===== config.mk =====
export PLATFORM = sky130hd
export DESIGN_NAME = canm_filter_buffers
export DESIGN_NICKNAME = d
export VERILOG_FILES = /design/src/rtl/canm_pkg.sv /design/src/rtl/canm_filter_buffers.sv
export SDC_FILE = /design/constraint.sdc
export NUM_CORES = 1
export LEC_CHECK = 0
export ABC_AREA = 0
export BUFFER_PORTS_ARGS = -buffer_cell sky130_fd_sc_hd__buf_4
export CELL_PAD_IN_SITES_DETAIL_PLACEMENT = 0
export CELL_PAD_IN_SITES_GLOBAL_PLACEMENT = 1
export CORE_MARGIN = 2
export CORE_UTILIZATION = 44
export CTS_CLUSTER_DIAMETER = 40
export DETAILED_ROUTE_END_ITERATION = 10
export PLACE_DENSITY = 0.73
export SLEW_MARGIN = 20
export SYNTH_ARGS = -nofsm -noshare
export SYNTH_HDL_FRONTEND = slang
export SYNTH_SLANG_ARGS = --single-unit

===== constraint.sdc =====
create_clock -name aclk -period 9.6 [get_ports aclk]
set_input_delay 0.48 -clock aclk [delete_from_list [all_inputs] [get_ports aclk]]
set_output_delay 0.48 -clock aclk [all_outputs]
set_load 0.01 [all_outputs]

===== src/rtl/canm_pkg.sv =====
// Summary of operation
// RL1 - clear mask bit: code bit must equal received identifier bit to match
// RL2 - accept only when every unmasked identifier bit equals its code bit
// RL3 - set mask bit: that code bit and identifier bit are ignored
// RL4 - masks readable anytime; writes land only while init request and acknowledge
// RL5 - second mask bank at indices 0x1c..0x1f, all zero after reset
// RL6 - receive and transmit buffers share one 16-byte layout, 13-byte message
// RL7 - ident 0..3, payload 4..0xb, length 0xc, priority 0xd, stamp 0xe/0xf
// RL8 - priority byte only in transmit buffer, zero after reset
// RL9 - with stamp enable, timer value captured after each good transfer
// RL10 - stamp bytes written by hardware only; software reads them
// RL11 - buffer contents unreset RAM, except the priority byte
// RL12 - unused buffer bits, length upper nibble included, read as stored junk; receive buffer length upper nibble is written as zero here, so it reads zero
// RL13 - extended ident layout: id28..21, id20..18/srr/ide/id17..15, id14..7, id6..0/rtr
// RL14 - standard ident layout: id10..3, then id2..0, rtr, ide in bits 7..3
// RL15 - transmit buffer access only while empty flag set and buffer selected
// RL16 - receive buffer read only while full flag set; writes ignored
// RL17 - extended frames use all four filter bytes, standard only first two
// RL18 - rejected frames not signalled and overwritten by next frame
`default_nettype none
package canm_pkg;
    // register indices; byte address is four times the index
    localparam logic [5:0] IDX_CTRL = 6'h00;
    localparam logic [5:0] IDX_STATUS = 6'h01;
    localparam logic [5:0] IDX_TXSEL = 6'h02;
    localparam logic [5:0] IDX_CODE_B1 = 6'h10;
    localparam logic [5:0] IDX_MASK_B1 = 6'h14;
    localparam logic [5:0] IDX_CODE_B2 = 6'h18;
    localparam logic [5:0] IDX_MASK_B2 = 6'h1c;
    localparam logic [5:0] IDX_MASK_B2_LAST = 6'h1f;
    localparam logic [1:0] GRP_FILTER = 2'h1;
    localparam logic [1:0] GRP_RXBUF = 2'h2;
    localparam logic [1:0] GRP_TXBUF = 2'h3;
    // buffer layout
    localparam int BUF_BYTES = 16;
    localparam int MSG_BYTES = 13;
    localparam logic [3:0] OFS_IDENT0 = 4'h0;
    localparam logic [3:0] OFS_IDENT1 = 4'h1;
    localparam logic [3:0] OFS_PAYLOAD0 = 4'h4;
    localparam logic [3:0] OFS_LENGTH = 4'hc;
    localparam logic [3:0] OFS_PRIO = 4'hd;
    localparam logic [3:0] OFS_STAMP_HI = 4'he;
    localparam logic [3:0] OFS_STAMP_LO = 4'hf;
    localparam int IDE_BIT = 3;
    // control and status fields
    localparam int CTRL_INIT_REQUEST_BIT = 0;
    localparam int CTRL_TIME_BIT = 3;
    localparam int STAT_INIT_ACKNOWLEDGE_BIT = 0;
    localparam int STAT_RXF_BIT = 1;
    localparam int STAT_TXE_BIT = 2;
    localparam int SEL_TX0_BIT = 0;
    // reset values
    localparam logic [7:0] FILTER_RESET = 8'h00;
    localparam logic [7:0] PRIO_RESET = 8'h00;
    localparam logic [7:0] TXSEL_RESET = 8'h00;
    localparam logic TXE_RESET = 1'b1;
    // bus answers
    localparam logic [1:0] RESP_OKAY = 2'h0;
    localparam logic [1:0] RESP_SLVERR = 2'h2;
endpackage
`default_nettype wire


===== src/rtl/canm_filter_buffers.sv =====
`default_nettype none
module canm_filter_buffers (
    // clock and reset
    input wire logic aclk,
    input wire logic aresetn,
    // axi4-lite write address
    input wire logic [7:0] awaddr,
    input wire logic [2:0] awprot,
    input wire logic awvalid,
    output logic awready,
    // axi4-lite write data
    input wire logic [31:0] wdata,
    input wire logic [3:0] wstrb,
    input wire logic wvalid,
    output logic wready,
    // axi4-lite write response
    output logic [1:0] bresp,
    output logic bvalid,
    input wire logic bready,
    // axi4-lite read address
    input wire logic [7:0] araddr,
    input wire logic [2:0] arprot,
    input wire logic arvalid,
    output logic arready,
    // axi4-lite read data
    output logic [31:0] rdata,
    output logic [1:0] rresp,
    output logic rvalid,
    input wire logic rready,
    // received frame from the protocol engine
    input wire logic rx_frame_valid,
    input wire logic [31:0] rx_ident,
    input wire logic [63:0] rx_payload,
    input wire logic [3:0] rx_length,
    // transmit side toward the protocol engine
    input wire logic tx_done,
    output logic tx_request,
    output logic [31:0] tx_ident,
    output logic [63:0] tx_payload,
    output logic [3:0] tx_length,
    output logic [7:0] tx_priority_out,
    // status
    output logic rx_full_out
);
    // registers
    logic init_request;
    logic init_acknowledge;
    logic stamp_enable;
    logic rx_full_flag;
    logic tx_empty_flag;
    logic [7:0] tx_buffer_select;
    logic [7:0] tx_priority;
    logic [7:0] accept_code_reg [8];
    logic [7:0] accept_mask_reg [8];
    logic [15:0] stamp_timer;
    // ram-like storage, deliberately unreset, plus the reset new-frame flag
    logic [7:0] rx_bg [canm_pkg::MSG_BYTES];
    logic [7:0] rx_fg [canm_pkg::BUF_BYTES];
    logic [7:0] tx_buf [canm_pkg::BUF_BYTES];
    logic bg_new;

    // bus holding state
    logic aw_full;
    logic w_full;
    logic [7:0] aw_addr_q;
    logic [31:0] w_data_q;
    logic [3:0] w_strb_q;

    // write path decode
    logic aw_take;
    logic w_take;
    logic wr_go;
    logic next_aw_full;
    logic next_w_full;
    logic next_bvalid;
    logic [5:0] wr_idx;
    logic [7:0] wr_byte;
    logic wr_lane;
    logic in_init;
    logic tx_access;
    logic wr_ctrl;
    logic wr_status;
    logic wr_sel;
    logic wr_filter;
    logic wr_rx;
    logic wr_tx;
    logic wr_mapped;
    logic [2:0] wr_fidx;
    logic wr_code_ok;
    logic wr_mask_ok;
    logic wr_tx_ok;
    logic wr_prio_ok;
    logic clr_rxf;
    logic clr_txe;

    assign aw_take = awvalid & awready;
    assign w_take = wvalid & wready;
    assign wr_go = aw_full & w_full & ~bvalid;
    assign next_aw_full = (aw_full | aw_take) & ~wr_go;
    assign next_w_full = (w_full | w_take) & ~wr_go;
    assign next_bvalid = wr_go | (bvalid & ~bready);
    assign wr_idx = aw_addr_q[7:2];
    assign wr_byte = w_data_q[7:0];
    assign wr_lane = wr_go & w_strb_q[0];
    assign in_init = init_request & init_acknowledge; // RL4
    assign tx_access = tx_empty_flag & tx_buffer_select[canm_pkg::SEL_TX0_BIT]; // RL15
    assign wr_ctrl = wr_idx == canm_pkg::IDX_CTRL;
    assign wr_status = wr_idx == canm_pkg::IDX_STATUS;
    assign wr_sel = wr_idx == canm_pkg::IDX_TXSEL;
    assign wr_filter = wr_idx[5:4] == canm_pkg::GRP_FILTER;
    assign wr_rx = wr_idx[5:4] == canm_pkg::GRP_RXBUF;
    assign wr_tx = wr_idx[5:4] == canm_pkg::GRP_TXBUF;
    assign wr_mapped = wr_ctrl | wr_status | wr_sel | wr_filter | wr_rx | wr_tx;
    assign wr_fidx = {wr_idx[3], wr_idx[1:0]};
    assign wr_code_ok = wr_lane & wr_filter & ~wr_idx[2] & in_init; // RL4
    assign wr_mask_ok = wr_lane & wr_filter & wr_idx[2] & in_init; // RL4
    // stamp bytes and priority slot excluded from plain buffer writes
    assign wr_tx_ok = wr_lane & wr_tx & tx_access
        & (wr_idx[3:0] < canm_pkg::OFS_PRIO); // RL10 RL15
    assign wr_prio_ok = wr_lane & wr_tx & tx_access
        & (wr_idx[3:0] == canm_pkg::OFS_PRIO); // RL8
    assign clr_rxf = wr_lane & wr_status & wr_byte[canm_pkg::STAT_RXF_BIT];
    assign clr_txe = wr_lane & wr_status & wr_byte[canm_pkg::STAT_TXE_BIT];

    // read path decode
    logic ar_take;
    logic [5:0] rd_idx;
    logic [7:0] rd_byte;
    logic rd_mapped;
    logic [2:0] rd_fidx;
    logic [7:0] rd_filter;
    logic [7:0] rd_rx;
    logic [7:0] rd_tx;
    logic [7:0] rd_status;

    assign ar_take = arvalid & arready;
    assign rd_idx = araddr[7:2];
    assign rd_fidx = {rd_idx[3], rd_idx[1:0]};
    assign rd_filter = rd_idx[2] ? accept_mask_reg[rd_fidx] : accept_code_reg[rd_fidx]; // RL4 RL5
    // receive buffer hidden while no frame is held
    assign rd_rx = rx_full_flag ? rx_fg[rd_idx[3:0]] : 8'h00; // RL16 RL12
    assign rd_tx = ~tx_access ? 8'h00 :
        (rd_idx[3:0] == canm_pkg::OFS_PRIO) ? tx_priority : tx_buf[rd_idx[3:0]]; // RL15 RL8
    assign rd_status = {5'h00, tx_empty_flag, rx_full_flag, init_acknowledge};
    assign rd_mapped = (rd_idx == canm_pkg::IDX_CTRL) | (rd_idx == canm_pkg::IDX_STATUS)
        | (rd_idx == canm_pkg::IDX_TXSEL) | (rd_idx[5:4] != 2'h0);
    assign rd_byte = (rd_idx == canm_pkg::IDX_CTRL) ?
        {4'h0, stamp_enable, 2'h0, init_request} :
        (rd_idx == canm_pkg::IDX_STATUS) ? rd_status :
        (rd_idx == canm_pkg::IDX_TXSEL) ? tx_buffer_select :
        (rd_idx[5:4] == canm_pkg::GRP_FILTER) ? rd_filter :
        (rd_idx[5:4] == canm_pkg::GRP_RXBUF) ? rd_rx :
        (rd_idx[5:4] == canm_pkg::GRP_TXBUF) ? rd_tx : 8'h00;

    // acceptance filter, one bank per generate pass
    logic [3:0] byte_ok [2];
    logic [1:0] bank_hit;
    logic frame_ext;
    logic accept;

    assign frame_ext = rx_bg[canm_pkg::OFS_IDENT1][canm_pkg::IDE_BIT];
    genvar gb, gk;
    generate
        for (gb = 0; gb < 2; gb++) begin : g_bank
            for (gk = 0; gk < 4; gk++) begin : g_byte
                // mask bit set lets that bit position disagree
                assign byte_ok[gb][gk] = &(~(accept_code_reg[4 * gb + gk] ^ rx_bg[gk])
                    | accept_mask_reg[4 * gb + gk]); // RL1 RL3
            end
            // standard frames only look at the first two bytes
            assign bank_hit[gb] = byte_ok[gb][0] & byte_ok[gb][1]
                & (~frame_ext | (byte_ok[gb][2] & byte_ok[gb][3])); // RL2 RL17
        end
    endgenerate
    assign accept = bg_new & (|bank_hit) & ~rx_full_flag; // RL2 RL18

    // bus channel flops
    always_ff @(posedge aclk) begin
        if (!aresetn) begin
            aw_full <= 1'b0;
            w_full <= 1'b0;
            awready <= 1'b0;
            wready <= 1'b0;
            bvalid <= 1'b0;
            bresp <= canm_pkg::RESP_OKAY;
            arready <= 1'b0;
            rvalid <= 1'b0;
            rresp <= canm_pkg::RESP_OKAY;
            rdata <= 32'h0000_0000;
        end else begin
            aw_full <= next_aw_full;
            w_full <= next_w_full;
            awready <= ~next_aw_full & ~next_bvalid;
            wready <= ~next_w_full & ~next_bvalid;
            bvalid <= next_bvalid;
            if (wr_go) begin
                bresp <= wr_mapped ? canm_pkg::RESP_OKAY : canm_pkg::RESP_SLVERR;
            end
            arready <= ~(ar_take | (rvalid & ~rready));
            if (ar_take) begin
                rvalid <= 1'b1;
                rdata <= {24'h00_0000, rd_byte};
                rresp <= rd_mapped ? canm_pkg::RESP_OKAY : canm_pkg::RESP_SLVERR;
            end else if (rready) begin
                rvalid <= 1'b0;
            end
        end
    end

    always_ff @(posedge aclk) begin
        if (aw_take) begin
            aw_addr_q <= awaddr;
        end
        if (w_take) begin
            w_data_q <= wdata;
            w_strb_q <= wstrb;
        end
    end

    // control, flags and filter registers
    always_ff @(posedge aclk) begin
        if (!aresetn) begin
            init_request <= 1'b0;
            init_acknowledge <= 1'b0;
            stamp_enable <= 1'b0;
            rx_full_flag <= 1'b0;
            tx_empty_flag <= canm_pkg::TXE_RESET;
            tx_buffer_select <= canm_pkg::TXSEL_RESET;
            tx_priority <= canm_pkg::PRIO_RESET; // RL8 RL11
            stamp_timer <= 16'h0000;
            bg_new <= 1'b0;
            for (int i = 0; i < 8; i++) begin
                accept_code_reg[i] <= canm_pkg::FILTER_RESET;
                accept_mask_reg[i] <= canm_pkg::FILTER_RESET; // RL5
            end
        end else begin
            // acknowledge trails the request by one cycle
            init_acknowledge <= init_request;
            stamp_timer <= stamp_timer + 16'h0001;
            bg_new <= rx_frame_valid;
            if (wr_lane & wr_ctrl) begin
                init_request <= wr_byte[canm_pkg::CTRL_INIT_REQUEST_BIT];
                stamp_enable <= wr_byte[canm_pkg::CTRL_TIME_BIT];
            end
            if (wr_lane & wr_sel) begin
                tx_buffer_select <= {7'h00, wr_byte[canm_pkg::SEL_TX0_BIT]};
            end
            if (wr_prio_ok) begin
                tx_priority <= wr_byte; // RL8
            end
            // a hardware set in the clear cycle wins
            rx_full_flag <= accept | (rx_full_flag & ~clr_rxf); // RL18
            tx_empty_flag <= tx_done | (tx_empty_flag & ~clr_txe);
            if (wr_code_ok) begin
                accept_code_reg[wr_fidx] <= wr_byte; // RL4
            end
            if (wr_mask_ok) begin
                accept_mask_reg[wr_fidx] <= wr_byte; // RL4 RL5
            end
        end
    end

    // buffer storage, no reset: contents start undefined
    always_ff @(posedge aclk) begin
        if (rx_frame_valid) begin
            // background buffer is refilled by every frame, kept or not
            for (int k = 0; k < 4; k++) begin
                rx_bg[k] <= rx_ident[31 - 8 * k -: 8]; // RL13 RL14 RL18
            end
            for (int k = 0; k < 8; k++) begin
                rx_bg[4 + k] <= rx_payload[63 - 8 * k -: 8]; // RL7
            end
            rx_bg[canm_pkg::OFS_LENGTH] <= {4'h0, rx_length}; // RL13
        end
        if (accept) begin
            for (int k = 0; k < canm_pkg::MSG_BYTES; k++) begin
                rx_fg[k] <= rx_bg[k]; // RL6 RL7
            end
            if (stamp_enable) begin
                rx_fg[canm_pkg::OFS_STAMP_HI] <= stamp_timer[15:8]; // RL9
                rx_fg[canm_pkg::OFS_STAMP_LO] <= stamp_timer[7:0]; // RL9
            end
        end
        if (wr_tx_ok) begin
            tx_buf[wr_idx[3:0]] <= wr_byte; // RL6 RL7
        end
        if (tx_done & stamp_enable) begin
            tx_buf[canm_pkg::OFS_STAMP_HI] <= stamp_timer[15:8]; // RL9 RL10
            tx_buf[canm_pkg::OFS_STAMP_LO] <= stamp_timer[7:0]; // RL9 RL10
        end
    end

    // outward view of the transmit buffer and the receive full flag
    always_ff @(posedge aclk) begin
        if (!aresetn) begin
            tx_request <= 1'b0;
            rx_full_out <= 1'b0;
            tx_ident <= 32'h0000_0000;
            tx_payload <= 64'h0000_0000_0000_0000;
            tx_length <= 4'h0;
            tx_priority_out <= canm_pkg::PRIO_RESET;
        end else begin
            tx_request <= ~tx_empty_flag & ~tx_done;
            rx_full_out <= rx_full_flag;
            tx_ident <= {tx_buf[0], tx_buf[1], tx_buf[2], tx_buf[3]};
            tx_payload <= {tx_buf[4], tx_buf[5], tx_buf[6], tx_buf[7],
                tx_buf[8], tx_buf[9], tx_buf[10], tx_buf[11]};
            tx_length <= tx_buf[canm_pkg::OFS_LENGTH][3:0];
            tx_priority_out <= tx_priority;
        end
    end
endmodule
`default_nettype wire


# Yosys cells after proc, flatten, opt, wreduce, memory -nomap -nowiden
# Memory sizes are Yosys's and may differ from the RTL's. A register that Yosys moved wholly into a read port is not among the register bits.
# Cells that the tools add are included.
# totals
memories	5
mem_bits_rw	488
wordCells	205
ff_bits	77
in_bits	167
output_inout_bits	151
# memory_table
memory	depth	word_bits	read_ports	rd_ports_with_merged_regs	wr	line	source
rx_fg	16	8	1	0	15	canm_filter_buffers.sv:58	logic [7:0] rx_fg [canm_pkg::BUF_BYTES];
tx_buf	16	8	14	13	3	canm_filter_buffers.sv:59	logic [7:0] tx_buf [canm_pkg::BUF_BYTES];
rx_bg	13	8	13	0	13	canm_filter_buffers.sv:57	logic [7:0] rx_bg [canm_pkg::MSG_BYTES];
accept_code_reg	8	8	9	0	8	canm_filter_buffers.sv:53	logic [7:0] accept_code_reg [8];
accept_mask_reg	8	8	9	0	8	canm_filter_buffers.sv:54	logic [7:0] accept_mask_reg [8];
# classes
bitwise_logic	95
magnitude_cmp	1
eq_ne	12
add_sub_neg	1
reduce_logical	28
mux	38
# ops
operator	count
two-way mux 8 bit	12
inverter 8 bit	8
bitwise OR 8 bit	8
AND reduction 8 bit	8
bitwise XOR 8 bit	8
AND 1 bit	40
two-way mux 1 bit	22
adder 16 x 1 -> 16 bit (second input constant)	1
bitwise OR 1 bit	16
OR reduction 8 bit	2
inverter 1 bit	15
logical NOT 1 bit	13
equality test 6 x 1 -> 1 bit (second input constant)	2
equality test 6 x 2 -> 1 bit (second input constant)	2
logical NOT 6 bit	2
equality test 2 bit (second input constant)	4
equality test 4 bit (second input constant)	2
two-way mux 3 bit	2
equality test 2 x 1 -> 1 bit (second input constant)	2
< comparator 4 bit (second input constant)	1
two-way mux 2 bit	2
nonzero test 2 bit	2
OR reduction 2 bit	1

# Longest topological paths before layout
# Gate-level depths: netlist of the first run.
# An unclocked memory read counts as a cell.
# logic_depth
word_depth	13
ltp_mapped	10
ltp_nobuf	6

# Worst setup path after synthesis of the first run
# No wires, ideal clock.
# synth_path
kind	register -> register
start	memory rx_bg[2][7] (netlist: rx_bg[0][23])
end	memory rx_fg[0][0], enable pin
period_less_slack_ps	9377
path_stages_with_launch	7
path_slack_ps	223
required_time_ps	8899
t_arrival_ps	8676
n_path_buf	0
cell_sequence	edfxtp_1 > xnor2_1 > o22ai_1 > or4_1 > o21ai_1 > a2bb2oi_1 > nor3b_1
# synth_rtl
element	line
start: declaration	canm_filter_buffers.sv:57
end: declaration	canm_filter_buffers.sv:58

==> metrics.csv, run 1 <==
stage,metric,value,unit
run_status,outcome,"complete, no violations",
power,Power Dens Cells,215.0,nW/um^2
placement,dpl hpwl,44.53,mm
timing,Slew HR,25.89,%
setup_path,cell mode on critical path,buf_4,
cts,Post-CTS Setup Inserts,0,
drt,post-route ant nets,0,
drt,Met2 Routed Length,30.97,mm
power,Total Power,6649,uW
power,switching power share of the total,22.54,%
floorplan,row count,86,
logic_synthesis,Synth area leader,edfxtp_1,
logic_synthesis,Mapped Area,24770,um^2
floorplan,Die Area,58200,um^2
power,Max VDD drop,0.0001485,V
timing,RSZ-0062 raised after global routing,false,
drt,DRT iter0 DRCs,1515,
timing,post-route clock period utilization,37.62,%
timing,setup_tns,0,ps
power,Seq pwr share,46.6,%
timing,FMAX,276.9,MHz
grt,total gr overflow,0,
cts,post-CTS sizing,0,
grt,largest net degree at the start of global routing,106,
setup_path,Critical-path top delay cell,buf_4,
hold_path,min-delay worst type,in2reg,
setup_path,CP bufs+invs,2,
cts,TritonCTS buffer count,87,
cts,clock tree from TritonCTS,yes,
setup_path,"Arr. time, crit path",3850,ps
drt,wire per inst,23.72,um
drt,drt pass-1 iters,5,
cells_and_area,# fillers,4348,
setup_path,critical path capture point type,register,
power,Static Leak,0.01129,uW
logic_synthesis,top cell type's share of synthesized area,58.08,%
logic_synthesis,Synth cell types,60,
floorplan,Core ar.,55420,um^2
setup_path,CP Data Required Time,9840,ps
logic_synthesis,register area share after synthesis,70.85,%
cells_and_area,biggest registers after layout,"tx_buf: 120 flops, rx_fg: 116 flops, rx_bg: 100 flops",
placement,GPL Wtd Cong,0.8908,
logic_synthesis,dominant synthesized flop cell,edfxtp_1,
timing,Tmin final,3611,ps
cts,H-tree depth,3,
logic_synthesis,number of synthesized flops with an enable pin,479,
drt,DR vias/cell,5.307,
setup_path,WS Path Type,reg2reg,
drt,metal3 WL,4.867,mm
setup_path,CP Launch Type,register,
cells_and_area,"Area growth, synth to finish",24.87,%
cts,clock root buffer master,clkbuf_16,
timing,# setup viols final,0,
floorplan,die height,241.3,um
grt,vias in the first global route,14310,
cells_and_area,"Core Util, Final",55.80,%
setup_path,crit-path leading delay family,buffers and inverters,
timing,clock skew,26.22,ps
timing,fin. max-slew vios,0,
placement,PortBufs,254,
logic_synthesis,cells after synthesis,1577,
setup_path,critical path cell sequence,xnor2_1 -> o22ai_1 -> nor4_1 -> a21boi_0 -> a2bb2oi_1 -> nor3b_2 -> buf_4 -> buf_4,
cells_and_area,register area,17550,um^2
cts,Sink Count,637,
logic_synthesis,Syn Area/Cell,15.70,um^2
cells_and_area,Top reg by flops,tx_buf,
timing,Worst-Margin Slew,1100,ps
setup_path,reg2reg setup slack,5990,ps
drt,total vias in the final route,14610,
logic_synthesis,"flops & latches, synth",637,
cts,later-pin clock latency in the skew report,640,ps
cells_and_area,Multi-input gate area,6734,um^2
cells_and_area,ant diodes,0,
grt,GRT Total Usage,22.62,%
drt,Detailed Route WL,65.29,mm
drt,top sig layer,met4,
logic_synthesis,YS warnings,0,
cts,# hold bufs at CTS,63,
power,total net switching power,1499,uW
grt,initial antenna violation count,0,
cells_and_area,Largest register FFs,120,
setup_path,crit-path max cell delay,850,ps
job,Max Cap Viol,0,
setup_path,crit-path max FO,84,
timing,final hold vios,0,
cts,clock buffer depth,3,
cells_and_area,share of cells above drive strength 1,26.33,%
floorplan,Die X,241.3,um
cells_and_area,Final Net Count,2099,
logic_synthesis,ys async rst share,0,%
cts,"CTS clk-pin slew, worst paths",60,ps
floorplan,initial core utilization,44.69,%
drt,residual DRC count,0,
drt,WL met1,27.89,mm
power,Clock Power Share,48.2,%
floorplan,io pins,318,
power,Int Power,5150,uW
logic_synthesis,synth top area cells,"edfxtp_1, dfxtp_1, mux4_2",
power,combinational share of power,5.2,%
grt,first-pass GRT wire length,93.75,mm
## final timing paths
path,start,to,depth (start not counted)
hold reg to reg,rx_bg[1][15],rx_fg[9][7],0
setup / recovery,rx_bg[0][21],rx_fg[5][2],8
setup reg to reg,rx_bg[0][21],rx_fg[5][2],8
hold / removal,rx_ident[11],rx_bg[0][19],1
## logic make-up (layout without fill, tap and decap cells)
group           Yosys count  in the layout  share of synthesized area [%]
compound gates          132            132                          3.350
xor+xnor                 75             75                          2.652
fa+ha+maj                 1              1                        0.05051
buf+inv                 105            508                          2.384
flops                   637            637                          70.85
mux                     138            138                          9.882
other cells               1             26                        0.01514
simple gates            488            488                          10.82
## power by group through the flow
stage                     combinational, uW  clock (uW)  sequential [uW]
after global routing                    370        3380             3100
after floorplan                         176           0             3130
final                                   348        3200             3100
after CTS                               348        3260             3100
after detailed placement                327           0             3150
after global placement                  324           0             3150
## layer usage
metal	up-vias	track usage, %
li1	6543	-
met1	7304	31.42
met2	669	36.21
met3	93	4.626
met4	0	6.678
met5	-	0
## area by class of cell
type | instances | share of cell area, %
Timing Repair Buffer | 340 | 8.792
Tap cell | 748 | 3.026
Sequential cell | 637 | 56.74
Clock inverter | 58 | 1.873
Multi-Input combinational cell | 860 | 21.78
Inverter | 5 | 0.06069
Clock buffer | 105 | 7.732
## per-stage QoR
stage,hold WS (ps),setup WS (ps),area [um^2],instances
floorplan,400.3,223.0,24860,1602
global placement,404.7,5533,27300,2525
detailed placement,404.5,5468,27300,2525
CTS,0.05607,5983,30900,2751
global route,0.5435,5704,30920,2753
finish,26.79,5989,30920,2753
## layout by cell type (no fill, tap or decap), types with 7 or more instances in the layout
cell type      synthesis  layout
dlygate4sd3_1          0      65
mux2i_1               42      42
nor2_1                75      75
clkinv_1               1       7
and2_1               243     243
nand3_1               23      23
nor2b_1                8       8
a22oi_1                8       8
o211ai_1               7       7
a21oi_1               21      21
xnor2_1               68      68
conb_1                 1      26
clkbuf_1              43       7
o21ai_1                2       8
o22ai_1               32      32
o21ai_0               34      28
nor4_1                 7       7
clkinvlp_4             0       7
nand2_1               78      78
nor3_1                 8       8
clkbuf_16              0      91
mux2_2                12      12
edfxtp_1             479     479
inv_6                  0      11
buf_4                 29     274
xor2_1                 7       7
mux4_2                84      84
clkinv_2               0       8
dfxtp_1              158     158
nand3b_1               7       7
## cells in the mapped netlist, types with 6 or more instances
master / number
dfxtp_1: 158
nand3_1: 23
nand2_1: 78
mux2_2: 12
nor2_1: 75
a21oi_1: 21
o211ai_1: 7
o22ai_1: 32
a22oi_1: 8
mux4_2: 84
xnor2_1: 68
and2_1: 243
nor2b_1: 8
mux2i_1: 42
buf_6: 7
xor2_1: 7
nand4_1: 6
edfxtp_1: 479
o21ai_0: 34
nor4_1: 7
nand3b_1: 7
nor3_1: 8
buf_2: 19
clkbuf_1: 43
or3_1: 6
buf_4: 29
No activity file was read; power rests on OpenSTA's default activity.
==> run 2, diff against run 1 <==
CORE_UTILIZATION = 48   (was 44)
PLACE_DENSITY = 0.76   (was 0.73)
clock period = 3.48 ns   (was 9.6 ns; I/O delays follow)
==> metrics.csv, run 2 (synthesized netlist as in run 1, its figures left out) <==
stage,metric,value,unit,change
run_status,outcome,"complete, no violations",,
floorplan,Die X,231.2,um,-4.2%
cells_and_area,Multi-input gate area,6750,um^2,+0.24%
cts,# hold bufs at CTS,122,,+94%
cells_and_area,Top reg by flops,tx_buf,,
cells_and_area,most frequent cells in the layout,"edfxtp_1, buf_4, and2_1",,
setup_path,critical path cell sequence,xnor2_1 -> o22ai_1 -> or4_1 -> o21ai_2 -> a2bb2oi_2 -> nor3b_4 -> buf_12,,
timing,RSZ-0062 raised after global routing,false,,
timing,final hold vios,0,,unchanged
drt,total vias in the final route,14940,,+2.3%
cells_and_area,ant diodes,0,,unchanged
timing,# setup viols final,0,,unchanged
cells_and_area,biggest registers after layout,"tx_buf: 120 flops, rx_fg: 116 flops, rx_bg: 100 flops",,
placement,PortBufs,254,,unchanged
power,Total Power,18720,uW,+180%
floorplan,die height,231.2,um,-4.2%
cts,clock root buffer master,clkbuf_16,,
setup_path,Critical-path top delay cell,or4_1,,
timing,clock skew,24.53,ps,-1.692 ps
setup_path,crit-path max FO,88,,+4.8%
timing,Slew HR,32.43,%,+6.5 points
cts,TritonCTS buffer count,85,,-2.3%
timing,Tmin final,2912,ps,-699.0 ps
cells_and_area,share of cells above drive strength 1,26.46,%,+0.12 points
cts,later-pin clock latency in the skew report,610,ps,-30 ps
setup_path,critical path capture point type,register,,
cts,clock buffer depth,3,,unchanged
power,Static Leak,0.01168,uW,+3.5%
placement,GPL Wtd Cong,0.9543,,+7.1%
setup_path,WS Path Type,reg2reg,,
cells_and_area,"Core Util, Final",61.91,%,+6.1 points
cts,clock tree from TritonCTS,yes,,
power,Max VDD drop,0.0004830,V,+230%
cells_and_area,"most common cell after layout, fill and taps aside",edfxtp_1,,
drt,Detailed Route WL,66.89,mm,+2.4%
cells_and_area,# fillers,3763,,-13%
cells_and_area,Largest register FFs,120,,unchanged
grt,largest net degree at the start of global routing,112,,+5.7%
floorplan,Die Area,53430,um^2,-8.2%
floorplan,Core ar.,51200,um^2,-7.6%
grt,initial antenna violation count,1,,+1
grt,total gr overflow,0,,unchanged
setup_path,CP Launch Type,register,,
cells_and_area,register area,17550,um^2,unchanged
timing,fin. max-slew vios,0,,unchanged
cells_and_area,Final Net Count,2175,,+3.6%
placement,number of cells after detailed placement,2478,,-1.9%
drt,post-route ant nets,0,,unchanged
cells_and_area,Non-Filler Instances,2755,,+0.073%
power,Power Dens Cells,590.7,nW/um^2,+170%
cells_and_area,"Area growth, synth to finish",27.97,%,
hold_path,min-delay worst type,in2reg,,
drt,wire per inst,24.28,um,+2.4%
floorplan,row count,83,,-3.5%
setup_path,CP Data Required Time,3720,ps,-6120 ps
floorplan,initial core utilization,48.37,%,+3.7 points
cts,Sink Count,637,,unchanged
cts,"CTS clk-pin slew, worst paths",60,ps,about the same
timing,FMAX,343.4,MHz,+24%
cts,H-tree depth,3,,unchanged
grt,vias in the first global route,14890,,+4.0%
drt,drt pass-1 iters,7,,+2
grt,GRT Total Usage,25.28,%,+2.7 points
setup_path,crit-path max cell delay,560,ps,-290 ps
setup_path,"Arr. time, crit path",3160,ps,-690 ps
job,Max Cap Viol,0,,unchanged
drt,residual DRC count,0,,unchanged
timing,post-route clock period utilization,83.69,%,+46 points
cts,post-CTS sizing,0,,unchanged
timing,Worst-Margin Slew,1011,ps,-88.57 ps
floorplan,io pins,318,,unchanged
drt,DR vias/cell,5.424,,+2.2%
drt,DRT iter0 DRCs,1366,,-9.8%
cts,Post-CTS Setup Inserts,0,,unchanged
timing,setup_tns,0,ps,unchanged
placement,dpl hpwl,45.17,mm,+1.4%
grt,first-pass GRT wire length,97.57,mm,+4.1%
[run 2: cell count changes in the layout (fill, tap and decap cells not counted), sizes merged]
| cell | previous run | this run |
|---|---|---|
| clkinvlp | 7 | 5 |
| bufinv | 5 | 11 |
| clkbuf | 105 | 98 |
| buf | 275 | 296 |
| clkinv | 23 | 17 |
| inv | 28 | 29 |
| dlygate4sd3 | 65 | 122 |
[run 2: cell type report]
type,count,share of cell area [%]
Tap cell,680,2.684
Timing Repair Buffer,418,11.03
Clock inverter,57,2.234
Sequential cell,637,55.36
Inverter,5,0.05922
Multi-Input combinational cell,860,21.30
Clock buffer,98,7.327
[run 2: routing by layer]
layer / vias up / share of wire (%) / wire length, um / track usage (%)
li1: 6690 / - / - / -
met1: 7474 / 41 / 27300 / 34.73
met2: 682 / 49 / 32740 / 41.62
met3: 97 / 7.8 / 5191 / 3.949
met4: 0 / 2.5 / 1647 / 8.044
met5: - / 0 / 0 / 0
[run 2: critical path: cells and delay by family, from the launching register on]
kind,cells,cell delay [ps]
compound gates,3,470
xor+xnor,1,300
simple gates,2,840
buf+inv,1,350
flops,1,460
[run 2: final timing paths]
| kind | from | endpoint | slack (ps) | cells after the start |
|---|---|---|---|---|
| max | rx_bg[0][23] | rx_fg[2][5] | 570 | 7 |
| min | rx_frame_valid | rx_bg[0][39] | 100 | 1 |
| max reg2reg | rx_bg[0][23] | rx_fg[2][5] | 570 | 7 |
| min reg2reg | rx_bg[0][57] | rx_fg[7][1] | 410 | 0 |
[run 2: through the flow]
step	setup slack [ps]	instance area, um^2	hold WS (ps)
2_1_floorplan	-951.7	24880	272.9
3_3_place_gp	615.9	27440	352.4
3_5_place_dp	612.2	27440	353.4
4_1_cts	590.5	31690	76.76
5_1_grt	475.3	31690	112.0
6_report	567.8	31690	104.8
[run 2: power breakdown]
group | switching, uW | internal [uW]
logic | 539 | 505
clock network | 3440 | 5710
registers | 157 | 8370
total | 4130 | 14600
